`src/pkg/ccs_defs.svh`:
```
`ifndef CCS_DEFS_SVH
`define CCS_DEFS_SVH
`define CCS_CLK_MHZ 100
`define CCS_PRE_TIMER_MIN 32
`define CCS_PRE_TIMER_CYC (64'(`CCS_PRE_TIMER_MIN) * 60 * 1000000 * `CCS_CLK_MHZ)
`define CCS_FAULT_FLASH_MS 1600
`define CCS_FAULT_HALF_CYC (`CCS_FAULT_FLASH_MS * 1000 * `CCS_CLK_MHZ / 2)
`define CCS_TERM_FILT_MS 1
`define CCS_TERM_FILT_CYC (`CCS_TERM_FILT_MS * 1000 * `CCS_CLK_MHZ)
`define CCS_TERM_SEL_RST 2'h0
`endif

```
`src/pkg/ccs_pkg.sv`:
```
package ccs_pkg;
  typedef struct packed {
    logic input_low_lockout;
    logic input_high_lockout;
    logic headroom_ok;
    logic power_down;
    logic below_start;
    logic below_precondition;
    logic below_recharge;
    logic at_regulation;
    logic over_regulation;
    logic program_floating;
    logic below_termination;
  } ccs_cmp_t;

  typedef enum logic [6:0] {
    CCS_SHUTDOWN = 7'h01,
    CCS_STANDBY = 7'h02,
    CCS_PRECOND = 7'h04,
    CCS_CONST_CURRENT = 7'h08,
    CCS_CONST_VOLTAGE = 7'h10,
    CCS_COMPLETE = 7'h20,
    CCS_FAULT = 7'h40
  } ccs_state_t;

  typedef struct packed {
    logic charge_on;
    logic precondition_current;
    logic voltage_mode;
    logic timer_fault;
  } ccs_drive_t;
endpackage : ccs_pkg

```
`src/logic/ccs_sync.sv`:
```
`timescale 1ns/10ps
module ccs_sync #(
  parameter int WIDTH = 11
) (
  // clock and reset
  input wire logic clk_in,
  input wire logic rst_in,
  // raw and synchronised flags
  input wire logic [WIDTH-1:0] async_in,
  output logic [WIDTH-1:0] sync_out
);
  logic [WIDTH-1:0] meta_q;
  logic [WIDTH-1:0] sync_q;

  // comparators are analog and asynchronous; first stage feeds second only
  genvar i;
  generate
    for (i = 0; i < WIDTH; i++) begin : g_bit
      always_ff @(posedge clk_in or posedge rst_in) begin
        if (rst_in) begin
          meta_q[i] <= 1'b0;
          sync_q[i] <= 1'b0;
        end else begin
          meta_q[i] <= async_in[i];
          sync_q[i] <= meta_q[i];
        end
      end
    end
  endgenerate

  assign sync_out = sync_q;
endmodule : ccs_sync

```
`src/logic/ccs_sequencer.sv`:
```
`timescale 1ns/10ps
`include "ccs_defs.svh"
module ccs_sequencer
  import ccs_pkg::*;
#(
  parameter longint PRE_TIMER_CYC = `CCS_PRE_TIMER_CYC,
  parameter longint FLASH_HALF_CYC = `CCS_FAULT_HALF_CYC,
  parameter longint TERM_FILT_CYC = `CCS_TERM_FILT_CYC,
  parameter bit PRE_TIMER_EN = 1'b1,
  parameter bit PRECOND_EN = 1'b1,
  parameter bit RECHARGE_EN = 1'b1,
  parameter bit FLASH_FAULT = 1'b1
) (
  // clock and reset
  input wire logic clk_in,
  input wire logic rst_in,
  // analog comparator flags, asynchronous
  input wire ccs_pkg::ccs_cmp_t cmp_in,
  input wire logic charge_enable_in,
  // fast-charge safety timer expiry from outside timer
  input wire logic charge_timer_done_in,
  // charge control
  output ccs_pkg::ccs_drive_t drive_out,
  output logic charge_timer_clear_out,
  output ccs_pkg::ccs_state_t state_out,
  // open-drain status pin: oe low pulls pin low
  output logic status_o_out,
  output logic status_oe_n_out
);
  import ccs_pkg::*;

  ccs_cmp_t cmp_s;
  logic en_meta_q;
  logic en_q;
  ccs_state_t state_q;
  ccs_state_t state_d;
  logic [37:0] pre_cnt_q;
  logic pre_expired;
  logic [27:0] flash_cnt_q;
  logic flash_q;
  logic [17:0] term_cnt_q;
  logic term_done;
  logic supply_bad;
  logic pre_fault_q;

  ccs_sync #(
    .WIDTH($bits(ccs_cmp_t))
  ) u_sync (
    .clk_in(clk_in),
    .rst_in(rst_in),
    .async_in(cmp_in),
    .sync_out(cmp_s)
  );

  always_ff @(posedge clk_in or posedge rst_in) begin
    if (rst_in) begin
      en_meta_q <= 1'b0;
      en_q <= 1'b0;
    end else begin
      en_meta_q <= charge_enable_in;
      en_q <= en_meta_q;
    end
  end

  // lockout, overvoltage, headroom and power-down share one path out
  assign supply_bad = cmp_s.input_low_lockout | cmp_s.input_high_lockout | cmp_s.power_down
                      | ~cmp_s.headroom_ok;
  assign pre_expired = PRE_TIMER_EN && (pre_cnt_q >= 38'(PRE_TIMER_CYC - 1));
  assign term_done = (term_cnt_q >= 18'(TERM_FILT_CYC - 1));

  always_comb begin
    state_d = state_q;
    case (state_q)
      CCS_SHUTDOWN: begin
        if (!supply_bad) begin
          state_d = CCS_STANDBY;
        end
      end
      CCS_STANDBY: begin
        // start needs enable, connected program pin, below start and recharge
        if (en_q && !cmp_s.program_floating && cmp_s.below_start && cmp_s.below_recharge
            && !cmp_s.over_regulation) begin
          if (PRECOND_EN && cmp_s.below_precondition) begin
            state_d = CCS_PRECOND;
          end else begin
            state_d = CCS_CONST_CURRENT;
          end
        end
      end
      CCS_PRECOND: begin
        if (pre_expired) begin
          state_d = CCS_FAULT;
        end else if (!cmp_s.below_precondition) begin
          state_d = CCS_CONST_CURRENT;
        end
      end
      CCS_CONST_CURRENT: begin
        if (charge_timer_done_in) begin
          state_d = CCS_FAULT;
        end else if (cmp_s.at_regulation) begin
          state_d = CCS_CONST_VOLTAGE;
        end
      end
      CCS_CONST_VOLTAGE: begin
        if (term_done || charge_timer_done_in) begin
          state_d = RECHARGE_EN ? CCS_COMPLETE : CCS_STANDBY;
        end
      end
      CCS_COMPLETE: begin
        if (RECHARGE_EN && cmp_s.below_recharge && !cmp_s.over_regulation) begin
          state_d = CCS_CONST_CURRENT;
        end
      end
      CCS_FAULT: begin
        // removal shows as battery node floating up past recharge threshold
        if (!cmp_s.below_recharge) begin
          state_d = CCS_STANDBY;
        end
      end
      default: begin
        state_d = CCS_SHUTDOWN;
      end
    endcase
    // charging states drop out on overcharge or floating program pin
    if ((state_q == CCS_PRECOND || state_q == CCS_CONST_CURRENT || state_q == CCS_CONST_VOLTAGE)
        && (cmp_s.over_regulation || cmp_s.program_floating || !en_q)) begin
      state_d = CCS_STANDBY;
    end
    if (supply_bad) begin
      state_d = CCS_SHUTDOWN;
    end
  end

  always_ff @(posedge clk_in or posedge rst_in) begin
    if (rst_in) begin
      state_q <= CCS_SHUTDOWN;
    end else begin
      state_q <= state_d;
    end
  end

  // precondition timer, cleared whenever not preconditioning
  always_ff @(posedge clk_in or posedge rst_in) begin
    if (rst_in) begin
      pre_cnt_q <= '0;
    end else if (state_q != CCS_PRECOND) begin
      pre_cnt_q <= '0;
    end else if (!pre_expired) begin
      pre_cnt_q <= pre_cnt_q + 38'h1;
    end
  end

  // termination filter restarts on any gap in the comparator
  always_ff @(posedge clk_in or posedge rst_in) begin
    if (rst_in) begin
      term_cnt_q <= '0;
    end else if (state_q != CCS_CONST_VOLTAGE || !cmp_s.below_termination) begin
      term_cnt_q <= '0;
    end else if (!term_done) begin
      term_cnt_q <= term_cnt_q + 18'h1;
    end
  end

  always_ff @(posedge clk_in or posedge rst_in) begin
    if (rst_in) begin
      pre_fault_q <= 1'b0;
    end else if (state_d == CCS_SHUTDOWN || state_d == CCS_STANDBY) begin
      pre_fault_q <= 1'b0;
    end else if (state_d == CCS_FAULT) begin
      pre_fault_q <= 1'b1;
    end
  end

  // flash time base free-runs only in fault
  always_ff @(posedge clk_in or posedge rst_in) begin
    if (rst_in) begin
      flash_cnt_q <= '0;
      flash_q <= 1'b0;
    end else if (state_q != CCS_FAULT) begin
      flash_cnt_q <= '0;
      flash_q <= 1'b0;
    end else if (flash_cnt_q >= 28'(FLASH_HALF_CYC - 1)) begin
      flash_cnt_q <= '0;
      flash_q <= ~flash_q;
    end else begin
      flash_cnt_q <= flash_cnt_q + 28'h1;
    end
  end

  always_ff @(posedge clk_in or posedge rst_in) begin
    if (rst_in) begin
      drive_out <= '0;
      charge_timer_clear_out <= 1'b1;
      state_out <= CCS_SHUTDOWN;
      status_o_out <= 1'b0;
      status_oe_n_out <= 1'b1;
    end else begin
      drive_out.charge_on <= state_d inside {CCS_PRECOND, CCS_CONST_CURRENT, CCS_CONST_VOLTAGE};
      drive_out.precondition_current <= (state_d == CCS_PRECOND);
      drive_out.voltage_mode <= (state_d == CCS_CONST_VOLTAGE);
      // fault flag drops in the same cycle shutdown or standby is entered
      drive_out.timer_fault <= (pre_fault_q && !(state_d inside {CCS_SHUTDOWN, CCS_STANDBY}))
                               || (state_d == CCS_FAULT);
      // clear on entry to constant current and throughout shutdown
      charge_timer_clear_out <= (state_d == CCS_CONST_CURRENT && state_q != CCS_CONST_CURRENT)
                                || state_d == CCS_SHUTDOWN;
      state_out <= state_d;
      status_o_out <= 1'b0;
      if (state_d inside {CCS_PRECOND, CCS_CONST_CURRENT, CCS_CONST_VOLTAGE}) begin
        status_oe_n_out <= 1'b0;
      end else if (state_d == CCS_FAULT && FLASH_FAULT) begin
        status_oe_n_out <= ~flash_q;
      end else begin
        status_oe_n_out <= 1'b1;
      end
    end
  end
endmodule : ccs_sequencer

```
`config.mk`:
```
export PLATFORM = sky130hd
export DESIGN_NAME = ccs_sequencer
export DESIGN_NICKNAME = d
export VERILOG_FILES = /design/src/pkg/ccs_pkg.sv /design/src/logic/ccs_sync.sv /design/src/logic/ccs_sequencer.sv
export VERILOG_INCLUDE_DIRS = /design/src /design/src/pkg
export SDC_FILE = /design/constraint.sdc
export NUM_CORES = 1
export LEC_CHECK = 0
export ABC_AREA = 1
export ABC_CLOCK_PERIOD_IN_PS = 5550
export BUFFER_PORTS_ARGS = -buffer_cell sky130_fd_sc_hd__buf_2
export CAP_MARGIN = 20
export CORE_MARGIN = 2
export CORE_UTILIZATION = 39
export CTS_CLUSTER_SIZE = 20
export DETAILED_ROUTE_END_ITERATION = 10
export GPL_ROUTABILITY_DRIVEN = 1
export SYNTH_ARGS = -nofsm -noshare
export SYNTH_HDL_FRONTEND = slang
export SYNTH_SLANG_ARGS = --single-unit
export TNS_END_PERCENT = 50
```
`constraint.sdc`:
```
create_clock -name clk_in -period 5.55 [get_ports clk_in]
set_input_delay 0.555 -clock clk_in [delete_from_list [all_inputs] [get_ports clk_in]]
set_output_delay 0.555 -clock clk_in [all_outputs]
set_load 0.005 [all_outputs]
```
After elaboration in Yosys (flattened, before gate mapping)
Cells that the tools add are included.
Word-level totals
  flip-flop bits (word level): 123
  input port bits: 15
  output and inout port bits: 14
  logic and storage cells: 116
Operators by class
  add/sub/neg operators: 3
  magnitude comparators: 3
  equal/unequal tests: 19
  muxes and demuxes: 24
  bitwise gates (word level): 5
  reduce and logical (&&, ||, !) cells: 26
Operators with widths (number)
  38-bit two-way mux: 2
  7-bit two-way mux: 10
  28-bit two-way mux: 2
  7-bit case mux with 7 select lines: 1
  38-bit by 1-bit adder with 38-bit output (second input constant): 1
  38-bit greater-or-equal comparator (second input constant): 1
  18-bit two-way mux: 2
  28-bit by 1-bit adder with 28-bit output (second input constant): 1
  28-bit by 27-bit greater-or-equal comparator with 1-bit output (second input constant): 1
  18-bit by 1-bit adder with 18-bit output (second input constant): 1
  18-bit by 17-bit greater-or-equal comparator with 1-bit output (second input constant): 1
  7-bit by 1-bit equality test with 1-bit output (second input constant): 2
  7-bit by 2-bit equality test with 1-bit output (second input constant): 2
  7-bit by 3-bit equality test with 1-bit output (second input constant): 2
  7-bit by 4-bit equality test with 1-bit output (second input constant): 2
  7-bit by 5-bit equality test with 1-bit output (second input constant): 2
  7-bit equality test (second input constant): 2
  1-bit logical OR: 9
  1-bit logical AND: 8
  7-bit by 6-bit equality test with 1-bit output (second input constant): 1
  7-bit by 3-bit inequality test with 1-bit output (second input constant): 1
  7-bit by 4-bit inequality test with 1-bit output (second input constant): 1
  7-bit by 5-bit inequality test with 1-bit output (second input constant): 1
  7-bit inequality test (second input constant): 1
  other kinds (8): 23

Logic depth before layout (Yosys ltp)
Gate-level depths: netlist of run 1.
  word-level depth: 14
  mapped depth: 17
  mapped depth without buffers: 17

Hierarchy
A second synthesis of run 1 with hierarchy kept.
Unflattened totals
  cells, all modules: 768
  area total of the unflattened synthesis: 6182.2 um^2
By module, submodules not included
  ccs_sequencer: instances 1, cells an instance 745, area each 5627.9 um^2, seq. area each 2531.2 um^2
  ccs_sync: instances 1, cells an instance 23, area each 554.3 um^2, seq. area each 550.5 um^2

Least setup slack after synthesis of run 1
No wires, ideal clock.
  path type: register to register
  start point: reg term_cnt_q[0]
  end point: reg term_cnt_q[15]
  setup time: 120 ps
  arrival time: 1841 ps
  data required time: 5430 ps
  path slack: 3589 ps
  stages on the path, launching flop included: 14
  buffers on the path: 1
  period minus slack after synthesis: 1961 ps
  cells stage by stage: dfrtp_1 -> ha_1 -> nand3_1 -> nor2_1 -> nor2_1 -> o21ai_1 -> nand2_1 -> nand2_1 -> buf_2 -> nor3b_1 -> nand4_1 -> nor2_1 -> nand3_1 -> and3_1
Between the ends
  word-level cells in the longest chain between the ends: 3
  elaborated cells on any way between the ends: 5
  classes of those cells: 1 x add/sub; 1 x order compare; 1 x eq/ne; 2 x mux
RTL lines
  start: declaration: line ccs_sequencer.sv:41  | logic [17:0] term_cnt_q;
  start signal: assignment: line ccs_sequencer.sv:160  | term_cnt_q <= term_cnt_q + 18'h1;
  18-bit by 1-bit adder with 18-bit output: line ccs_sequencer.sv:160
  18-bit two-way mux: line ccs_sequencer.sv:159  | end else if (!term_done) begin
  18-bit two-way mux: line ccs_sequencer.sv:157  | end else if (state_q != CCS_CONST_VOLTAGE || !cmp_s.below_termination) begin
Several ways; a longest one is shown, not always the timed one. The select of a mux whose other input is x is not followed.
A chain may end at the register's enable or synchronous reset.

Final worst setup path of run 1
  start point: reg pre_cnt_q[0]
  end point: reg status_oe_n_out
Between the ends
  word-level cells in the longest chain between the ends: 8
  elaborated cells on any way between the ends: 12
  classes of those cells: 1 x order compare; 4 x eq/ne; 6 x mux; 1 x reduce/logical
RTL lines
  start: declaration: line ccs_sequencer.sv:37  | logic [37:0] pre_cnt_q;
  start signal: assignment: line ccs_sequencer.sv:149  | pre_cnt_q <= pre_cnt_q + 38'h1;
  38-bit greater-or-equal comparator (*): line ccs_sequencer.sv:68  | assign pre_expired = PRE_TIMER_EN && (pre_cnt_q >= 38'(PRE_TIMER_CYC - 1));
  7-bit two-way mux (*): line ccs_sequencer.sv:91  | if (pre_expired) begin
  7-bit case mux with 7 select lines (*): line ccs_sequencer.sv:73  | case (state_q)
  7-bit two-way mux (*): line ccs_sequencer.sv:125  | if ((state_q == CCS_PRECOND || state_q == CCS_CONST_CURRENT || state_q == CCS_CONST_VOLTAGE)
  7-bit two-way mux (*): line ccs_sequencer.sv:129  | if (supply_bad) begin
  7-bit by 3-bit equality test with 1-bit output, or another cell as far along: line ccs_sequencer.sv:209  | if (state_d inside {CCS_PRECOND, CCS_CONST_CURRENT, CCS_CONST_VOLTAGE}) begin
  3-bit nonzero test or 1-bit two-way mux (tied branches): line ccs_sequencer.sv:209, ccs_sequencer.sv:211
  1-bit two-way mux (*): line ccs_sequencer.sv:209
  end signal: assignment: line ccs_sequencer.sv:212  | status_oe_n_out <= ~flash_q;
  end: declaration: line ccs_sequencer.sv:28  | output logic status_oe_n_out
Every way passes the cells marked *; elsewhere a longest branch is shown, timed or not.

==> results of run 1 <==
[registers in the layout, summed over array words and instances, names as in the netlist, 4 cells and up]
register and count:
pre_cnt_q 38, u_sync.meta_q 11, flash_cnt_q 28, u_sync.sync_out 11
term_cnt_q 18, drive_out 4, state_out 7
[metal layers]
metal / up-vias / share of wire / track usage
li1: 2592 / - / -
met2: 69 / 0.44 / 0.2550
met3: 16 / 0.033 / 0.03731
met1: 2227 / 0.51 / 0.2387
met5: - / 0 / 0
met4: 0 / 0.014 / 0.06262
[cell usage after synthesis, drive strengths merged, types with 3 or more instances]
master / number
o21a: 7
a31oi: 5
dfrtp: 120
ha: 3
nand3: 43
nor3b: 8
dfstp: 3
nor4: 8
o21ai: 34
nor2: 128
clkbuf: 4
a211oi: 4
nor3: 35
buf: 6
nand4: 23
nand2: 141
inv: 119
xor2: 10
xnor2: 4
a21oi: 44
[cells by family (layout without fill, tap and decap cells)]
logic type,count (synthesis),after routing
buffers and inverters,130,182
DFF,123,123
adders and majority gates,3,3
other,1,2
and+or+nand+nor,390,390
xor gates and xnor gates,14,14
AOI/OAI and AO/OA,106,106
[final cells by class]
| class | count | area [µm²] |
|---|---|---|
| Multi-Input combinational cell | 515 | 2600 |
| Clock inverter | 14 | 138.9 |
| Timing Repair Buffer | 30 | 177.7 |
| Clock buffer | 18 | 429.2 |
| Inverter | 120 | 452.9 |
| Fill cell | 1566 | 8504 |
| Sequential cell | 123 | 3082 |
| Tap cell | 216 | 270.3 |
[critical path, delay by kind of cell (launching register included)]
family / cells / cell delay [ns]
simple gates: 8 / 1.25
compound gates: 2 / 0.43
buf+inv: 2 / 0.28
flops: 1 / 0.38
fa+ha+maj: 1 / 0.18
[metrics by stage]
stage | setup slack, ns | hold slack [ns] | area [µm²]
final | 2.966 | 0.06597 | 7151
after global routing | 2.671 | 0.07462 | 7151
after CTS | 2.977 | 0.2240 | 7123
after detailed placement | 3.005 | 0.3347 | 6555
after global placement | 3.138 | 0.3331 | 6555
after floorplan | 1.729 | 0.3312 | 6182
[worst min-delay path by stage]
stage                           from                 end  slack, ns  cells past startpoint
global route                  rst_in     flash_cnt_q[13]       0.07                      2
finish                        rst_in     flash_cnt_q[13]       0.07                      2
global placement    u_sync.meta_q[4]  u_sync.sync_out[4]       0.33                      0
detailed placement  u_sync.meta_q[0]  u_sync.sync_out[0]       0.33                      0
CTS                        cmp_in[8]    u_sync.meta_q[8]       0.22                      1
floorplan                  en_meta_q                en_q       0.33                      0
[power by group through the flow]
| stage | clock, mW | sequential, mW | combinational (mW) |
|---|---|---|---|
| floorplan | 0 | 0.926 | 0.0197 |
| global placement | 0 | 0.927 | 0.0326 |
| detailed placement | 0 | 0.927 | 0.0327 |
| CTS | 1.09 | 0.911 | 0.0328 |
| global route | 1.13 | 0.911 | 0.0403 |
| finish | 1.07 | 0.911 | 0.0336 |
==> impl_metrics.ini, run 1 <==
[worst_setup_path]
r2r_cells = 13
worst_r2r_endpoint = status_oe_n_out
crit_fanout = 12
cp_startpoint_kind = flop
timing.critical_path.required_ns = 5.89
setup.worst_path.class = flop to flop
cp-end-kind = flop
cp_common_cell = sky130_fd_sc_hd__nand3_1
crit_path_end = status_oe_n_out
setup.worst_path.start = pre_cnt_q[0]
critPathMaxStageDelay_ns = 0.40
path_cells = ha_1 -> nand2_1 -> inv_1 -> nand2_1 -> nor2_1 -> nand3_1 -> nand2_1 -> inv_2 -> nand3_1 -> nand3_1 -> o21bai_1 -> nand3_1 -> a21oi_1
reg2reg_slack_ns = 2.97
worst-endpoint-arrival_ns = 2.92
reg2reg_from = pre_cnt_q[0]
crit_path_top_delay_cell = sky130_fd_sc_hd__nand2_1

[timing]
tightestPinTransition_ns = 0.6173
finClkSkew_ns = 0.006924
final_min_period_over_clock_period = 0.4656
timing.final.setup_violations = 0
fmax_ghz = 0.3870
fin_hold_viols = 0
final.min_clock_period_ns = 2.584
fin_setup_tns_ns = 0
rsz0062_at_grt = false
slew_violations = 0
max-slew-margin-rel = 0.5847

[finish]
antenna_cells_inserted = 0
drive_above_1_share = 0.1341
final_cell_mix = sky130_fd_sc_hd__nand2_1, sky130_fd_sc_hd__dfrtp_1, sky130_fd_sc_hd__nor2_1
non_filler_cells_in_the_finished_layout = 1036
finish.utilization = 0.4568
design.final.nets = 825
syn_to_final_growth_pct = 15.74
final_common_cell = sky130_fd_sc_hd__nand2_1

[cts]
cts_setup_buffers = 0
cts_repair_resize_count = 0
cts_tree = done
clk_pin_slew_ns = 0.06
postCtsHoldBufs = 0
cts_made_buffers = 17
clkSinkCount = 123
h-tree-depth = 4
clock_insertion_delay_worst_skew_ns = 0.42
cts_root_buffer = sky130_fd_sc_hd__clkbuf_16
cts-root-to-sink-buffers = 2

[status]
outcome = completed

[power]
p_per_area_nw_per_um2 = 281.4
pwr-share-comb = 0.017
power.sequential.fraction = 0.453
total_power_mw = 2.012
static-leakage-power_nw = 3.161
cell_internal_pwr_mw = 1.542
fraction_of_power_consumed_by_the_clock_network = 0.531
power.switching_fraction = 0.2335
max_ir_drop_vdd_mv = 0.2539
netSwitchingPower_mw = 0.4698

[global_routing]
antenna_violations_before_repair = 0
global_route.overflow_total = 0
grt_max_degree = 84
grt_pass1_vias = 4766
grt_pass1_wl_um = 22630
gr-usage-all-layers = 0.1687

[synth]
syn-cell-area_um2 = 6178
async_reset_ff_frac = 1.000
synthXorXnorAreaFrac = 0.01985
post_synth_num_cell_types = 44
synth_compound_area_frac = 0.09923
synth-main-ff-cell = sky130_fd_sc_hd__dfrtp_1
synth_top_area_cell = sky130_fd_sc_hd__dfrtp_1
yosys_warnings = 0
synth.area.top_cells = sky130_fd_sc_hd__dfrtp_1, sky130_fd_sc_hd__nand2_1, sky130_fd_sc_hd__nor2_1
syn-mean-instance-area_um2 = 8.055
synth-edff-count = 0
synth-adder-area-share = 0.006075
share_of_the_yosys_chip_area_belonging_to_registers = 0.4988
synth_top_area_frac = 0.4860
synth_simple_gate_area_share = 0.2945
dominant_combinational_cell_family_by_area_after_synthesis = simple AND/OR/NAND/NOR gates
postSynthRegisterBits = 123
synth.area.mux_share = 0
syn-instance-count = 767

[detailed_routing]
route.detailed.vias_per_inst = 4.734
post_detailed_routing_wire_length_um = 13060
drt_pass1_iterations = 5
route.detailed.drc = 0
dr_total_vias = 4904
avgRoutedWirePerCell_um = 12.60
ant_nets = 0
initialDrtViolationCount = 389

[floorplanning]
num_io_pins = 29
core_um2 = 15660
die_width_um = 129.9
die_area_um2 = 16860
floorplan.rows = 46
effective_utilization_at_floorplan = 0.3947
die_h_um = 129.9

[placement]
dp_hpwl_um = 9375
portBuffers = 27
gp_congestion = 0.8806
post_placement_cell_count = 1003

[hold_path]
timing.hold.worst.class = input pin to asynchronous set/reset pin

[flow_run]
cap_violations = 0
No activity file was read; power rests on OpenSTA's default activity.
==> inputs of run 2 (changes only) <==
- ABC_CLOCK_PERIOD_IN_PS: 5550 -> 2200
- clock period: 5.55 -> 2.2 ns (I/O delays scaled with it)
==> impl_metrics.ini, run 2 (synthesis results as in run 1) <==
[detailed_routing]
post_detailed_routing_wire_length_um = 14130
dr_total_vias = 5318
drt_pass1_iterations = 5
avgRoutedWirePerCell_um = 12.77
route.detailed.drc = 0
route.detailed.vias_per_inst = 4.804
initialDrtViolationCount = 351
ant_nets = 0

[floorplanning]
effective_utilization_at_floorplan = 0.3947
num_io_pins = 29
core_um2 = 15660
die_width_um = 129.9
die_area_um2 = 16860
floorplan.rows = 46
die_h_um = 129.9

[timing]
fin_worst_hold_slack_ns = 0.005333
timing.final.setup_violations = 0
fin_hold_viols = 0
rsz0062_at_grt = true
slew_violations = 0
fmax_ghz = 0.4662
final_min_period_over_clock_period = 0.9750
final.min_clock_period_ns = 2.145
fin_setup_tns_ns = 0
tightestPinTransition_ns = 0.6365
max-slew-margin-rel = 0.5757
finClkSkew_ns = 0.01024

[finish]
multiInputGateArea_um2 = 2848
finish.utilization = 0.5110
seq_cell_area_um2 = 3083
syn_to_final_growth_pct = 29.49
design.final.nets = 896
top_register = pre_cnt_q
non_filler_cells_in_the_finished_layout = 1107
final_design_area_no_fill_um2 = 8000
antenna_cells_inserted = 0
final_common_cell = sky130_fd_sc_hd__nand2_1
final_cell_mix = sky130_fd_sc_hd__nand2_1, sky130_fd_sc_hd__dfrtp_1, sky130_fd_sc_hd__inv_1
fillCellCount = 1496
drive_above_1_share = 0.2514
number_of_flip_flops_in_the_largest_register = 38
reg.largest.list = pre_cnt_q: 38 flops, flash_cnt_q: 28 flops, term_cnt_q: 18 flops

[cts]
clkSinkCount = 123
clock_insertion_delay_worst_skew_ns = 0.42
cts_made_buffers = 17
clk_pin_slew_ns = 0.06
h-tree-depth = 4
cts_root_buffer = sky130_fd_sc_hd__clkbuf_16
cts_tree = done
cts-root-to-sink-buffers = 2

[hold_path]
timing.hold.worst.class = input pin to asynchronous set/reset pin

[worst_setup_path]
cp-end-kind = flop
reg2reg_slack_ns = 0.06
setup.worst_path.class = flop to flop
cp_startpoint_kind = flop
crit_fanout = 5
reg2reg_from = flash_cnt_q[0]
timing.critical_path.required_ns = 2.55
r2r_cells = 13
worst-endpoint-arrival_ns = 2.49
setup.worst_path.start = flash_cnt_q[0]

[placement]
portBuffers = 27
dp_hpwl_um = 9703
gp_congestion = 0.8540
postPlaceCellArea_um2 = 6907
post_placement_cell_count = 1043

[global_routing]
antenna_violations_before_repair = 0
grt_pass1_vias = 5174
grt_max_degree = 124
global_route.overflow_total = 0
grt_pass1_wl_um = 23870
gr-usage-all-layers = 0.1776

[power]
p_per_area_nw_per_um2 = 638.0
max_ir_drop_vdd_mv = 0.4763
static-leakage-power_nw = 3.540

[status]
outcome = completed

[flow_run]
cap_violations = 0
## run 2: per-stage QoR
step | setup slack (ns) | total power, mW
floorplan | 0.2391 | 2.387
CTS | 0.01842 | 5.147
global placement | -0.04546 | 2.423
detailed placement | -0.03581 | 2.424
finish | 0.05508 | 5.104
global route | -0.1509 | 5.284
## run 2: path summary, 6_finish.rpt
check / endpoint
worst max-delay path: flash_cnt_q[26]
worst min-delay path: state_out[3]
worst max register to register: flash_cnt_q[26]
worst min register to register: u_sync.sync_out[7]
max in group asynchronous: pre_cnt_q[27]
min in group clk_in: state_out[5]
## run 2: final cells by class
type / instances / area share
Clock inverter: 14 / 0.01689
Clock buffer: 18 / 0.05490
Multi-Input combinational cell: 515 / 0.3560
Timing Repair Buffer: 101 / 0.09634
Tap cell: 216 / 0.03378
Inverter: 120 / 0.05677
Sequential cell: 123 / 0.3854
## run 2: report_power, final
group / internal [mW] / switching, mW
logic: 0.0344 / 0.0654
registers: 2.29 / 0.00952
clock network: 1.61 / 1.10
total: 3.93 / 1.17
## run 2: layer usage
metal / up-vias / part of all wire / routed length (µm) / global-route usage
li1: 2729 / - / - / -
met1: 2469 / 0.48 / 6744 / 0.2405
met2: 94 / 0.47 / 6702 / 0.2793
met3: 26 / 0.030 / 418 / 0.04059
met4: 0 / 0.019 / 267 / 0.06705
met5: - / 0 / 0 / 0
## run 2: timing repair
item	in CTS	in global routing
setup buffers	0	20
pin swaps	0	31
cloned	0	0
hold endpoints to repair	12	0
gates resized for setup	1	69
hold buffers	12	0
setup endpoints to repair	2	42
## run 2: critical path: stages, from the launching register on
cell,delay (ns)
sky130_fd_sc_hd__dfrtp_1,0.40
sky130_fd_sc_hd__ha_4,0.17
sky130_fd_sc_hd__nand3_4,0.09
sky130_fd_sc_hd__nor2_4,0.13
sky130_fd_sc_hd__nand3_2,0.10
sky130_fd_sc_hd__nor2_4,0.15
sky130_fd_sc_hd__nand2_2,0.08
sky130_fd_sc_hd__nor2_4,0.10
sky130_fd_sc_hd__nand2_2,0.08
sky130_fd_sc_hd__nor2_4,0.15
sky130_fd_sc_hd__nand3_4,0.10
sky130_fd_sc_hd__nor3_4,0.28
sky130_fd_sc_hd__nand4_1,0.14
sky130_fd_sc_hd__a21oi_2,0.12
==> inputs of run 3 (changes only) <==
- RECOVER_POWER: unset -> 50
==> impl_metrics.ini, run 3 (synthesis results as in run 1) <==
[detailed_routing]
ant_nets = 0
initialDrtViolationCount = 351
route.detailed.drc = 0
avgRoutedWirePerCell_um = 12.79
drt_pass1_iterations = 5
route.detailed.vias_per_inst = 4.788
post_detailed_routing_wire_length_um = 14160
dr_total_vias = 5300

[worst_setup_path]
critical_path_buf_inv_count = 0
setup.worst_path.class = flop to flop
top_family_by_delay_on_critical_path = simple AND/OR/NAND/NOR gates
path_cells = ha_4 -> nand3_4 -> nor2_4 -> nand3_2 -> nor2_4 -> nand2_2 -> nor2_4 -> nand2_2 -> nor2_4 -> nand3_4 -> nor3_4 -> nand4_1 -> a21oi_2
worst-endpoint-arrival_ns = 2.49
reg2reg_from = flash_cnt_q[0]
reg2reg_slack_ns = 0.06
setup.worst_path.start = flash_cnt_q[0]
crit_path_top_delay_cell = sky130_fd_sc_hd__dfrtp_1
critPathMaxStageDelay_ns = 0.40
cp_startpoint_kind = flop
crit_fanout = 5
cp_common_cell = sky130_fd_sc_hd__nor2_4
cp-end-kind = flop
timing.critical_path.required_ns = 2.55
worst_r2r_endpoint = flash_cnt_q[26]
r2r_cells = 13

[timing]
fmax_ghz = 0.4662
final.min_clock_period_ns = 2.145
timing.final.setup_violations = 0
final_min_period_over_clock_period = 0.9750
tightestPinTransition_ns = 1.648
slew_violations = 124
max-slew-margin-rel = -0.09897
fin_hold_viols = 0
rsz0062_at_grt = true
finClkSkew_ns = 0.01056

[global_routing]
grt_pass1_wl_um = 23870
gr-usage-all-layers = 0.1776
global_route.overflow_total = 0
grt.met3_usage = 0.04059
antenna_violations_before_repair = 0
use_met2 = 0.2793
busiest_layer = met2
grt_max_degree = 124
groute.layer.met1.usage = 0.2405
grt_pass1_vias = 5174

[cts]
cts_tree = done
cts_root_buffer = sky130_fd_sc_hd__clkbuf_16
clock_insertion_delay_worst_skew_ns = 0.42
clk_pin_slew_ns = 0.06
clkSinkCount = 123
cts-root-to-sink-buffers = 2
h-tree-depth = 4
cts_made_buffers = 17

[power]
max_ir_drop_vdd_mv = 0.4763
total_power_mw = 5.101
static-leakage-power_nw = 3.533
p_per_area_nw_per_um2 = 639.0

[hold_path]
timing.hold.worst.class = input pin to flop
holdCritStartpoint = charge_timer_done_in
whs_path_depth = 5
timing.hold.worst_endpoint = state_out[5]

[placement]
portBuffers = 27
gp_congestion = 0.8540
postPlaceCellArea_um2 = 6907
dp_hpwl_um = 9703
post_placement_cell_count = 1043

[finish]
design.final.nets = 896
reg.largest.list = pre_cnt_q: 38 flops, flash_cnt_q: 28 flops, term_cnt_q: 18 flops
non_filler_cells_in_the_finished_layout = 1107
multiInputGateArea_um2 = 2848
antenna_cells_inserted = 0
final_common_cell = sky130_fd_sc_hd__nand2_1
top_register = pre_cnt_q
drive_above_1_share = 0.2503
seq_cell_area_um2 = 3083
finish.utilization = 0.5100
fillCellCount = 1498
number_of_flip_flops_in_the_largest_register = 38
final_design_area_no_fill_um2 = 7984
syn_to_final_growth_pct = 29.22
final_cell_mix = sky130_fd_sc_hd__nand2_1, sky130_fd_sc_hd__dfrtp_1, sky130_fd_sc_hd__inv_1

[floorplanning]
die_h_um = 129.9
num_io_pins = 29
core_um2 = 15660
die_area_um2 = 16860
floorplan.rows = 46
effective_utilization_at_floorplan = 0.3947
die_width_um = 129.9

[flow_run]
cap_violations = 1

[status]
violations_in_the_final_reports = capacitance limit, slew limit
outcome = complete, but fails checks
run 3: worst max-delay path by stage:
stage	to	slack (ns)	depth (start not counted)
final	flash_cnt_q[26]	0.06	13
after global routing	flash_cnt_q[26]	-0.15	13
after CTS	term_cnt_q[12]	0.02	14
after detailed placement	term_cnt_q[15]	-0.04	12
after global placement	term_cnt_q[15]	-0.05	12
after floorplan	term_cnt_q[15]	0.24	13
run 3: metal layers:
metal | share of wire | wire, µm
met1 | 0.48 | 6781
met2 | 0.47 | 6696
met3 | 0.030 | 424
met4 | 0.018 | 253
met5 | 0 | 0
run 3: where the power goes:
| part | switching, mW | internal (mW) | leakage [nW] | total [mW] |
|---|---|---|---|---|
| combinational | 0.0646 | 0.0312 | 1.61 | 0.0958 |
| sequential | 0.00952 | 2.29 | 1.65 | 2.30 |
| clock | 1.10 | 1.61 | 0.276 | 2.71 |
| total | 1.18 | 3.93 | 3.53 | 5.10 |
run 3: stage by stage:
stage | TNS (ns) | hold WS (ns) | setup slack, ns
after floorplan | 0 | 0.2514 | 0.2391
after global placement | -0.05898 | 0.3286 | -0.04546
after detailed placement | -0.03831 | 0.3296 | -0.03581
after CTS | 0 | 0.02917 | 0.01842
after global routing | -0.6881 | 0.3218 | -0.1509
final | 0 | 0.2597 | 0.05503
run 3: layout make-up:
| cell class | count | share of cell area |
|---|---|---|
| inverter | 120 | 0.05657 |
| tap | 216 | 0.03385 |
| sequential | 123 | 0.3861 |
| timing repair buffer | 101 | 0.09481 |
| clock buffer | 18 | 0.05501 |
| multi-input combinational | 515 | 0.3567 |
| clock inverter | 14 | 0.01693 |
run 3: tightest hold or removal path, cell delays in order:
cell and delay [ns]:
sky130_fd_sc_hd__buf_2 0.13, sky130_fd_sc_hd__o21ai_1 0.08, sky130_fd_sc_hd__nand2_1 0.05, sky130_fd_sc_hd__nand3_1 0.09, sky130_fd_sc_hd__inv_1 0.06
run 3: repair_timing:
action,4_1_cts,5_1_grt
setup endpoints to repair,2,42
pin swaps,0,31
resized for setup,1,69
hold endpoints to repair,12,0
setup buffers,0,20
hold buffers,12,0
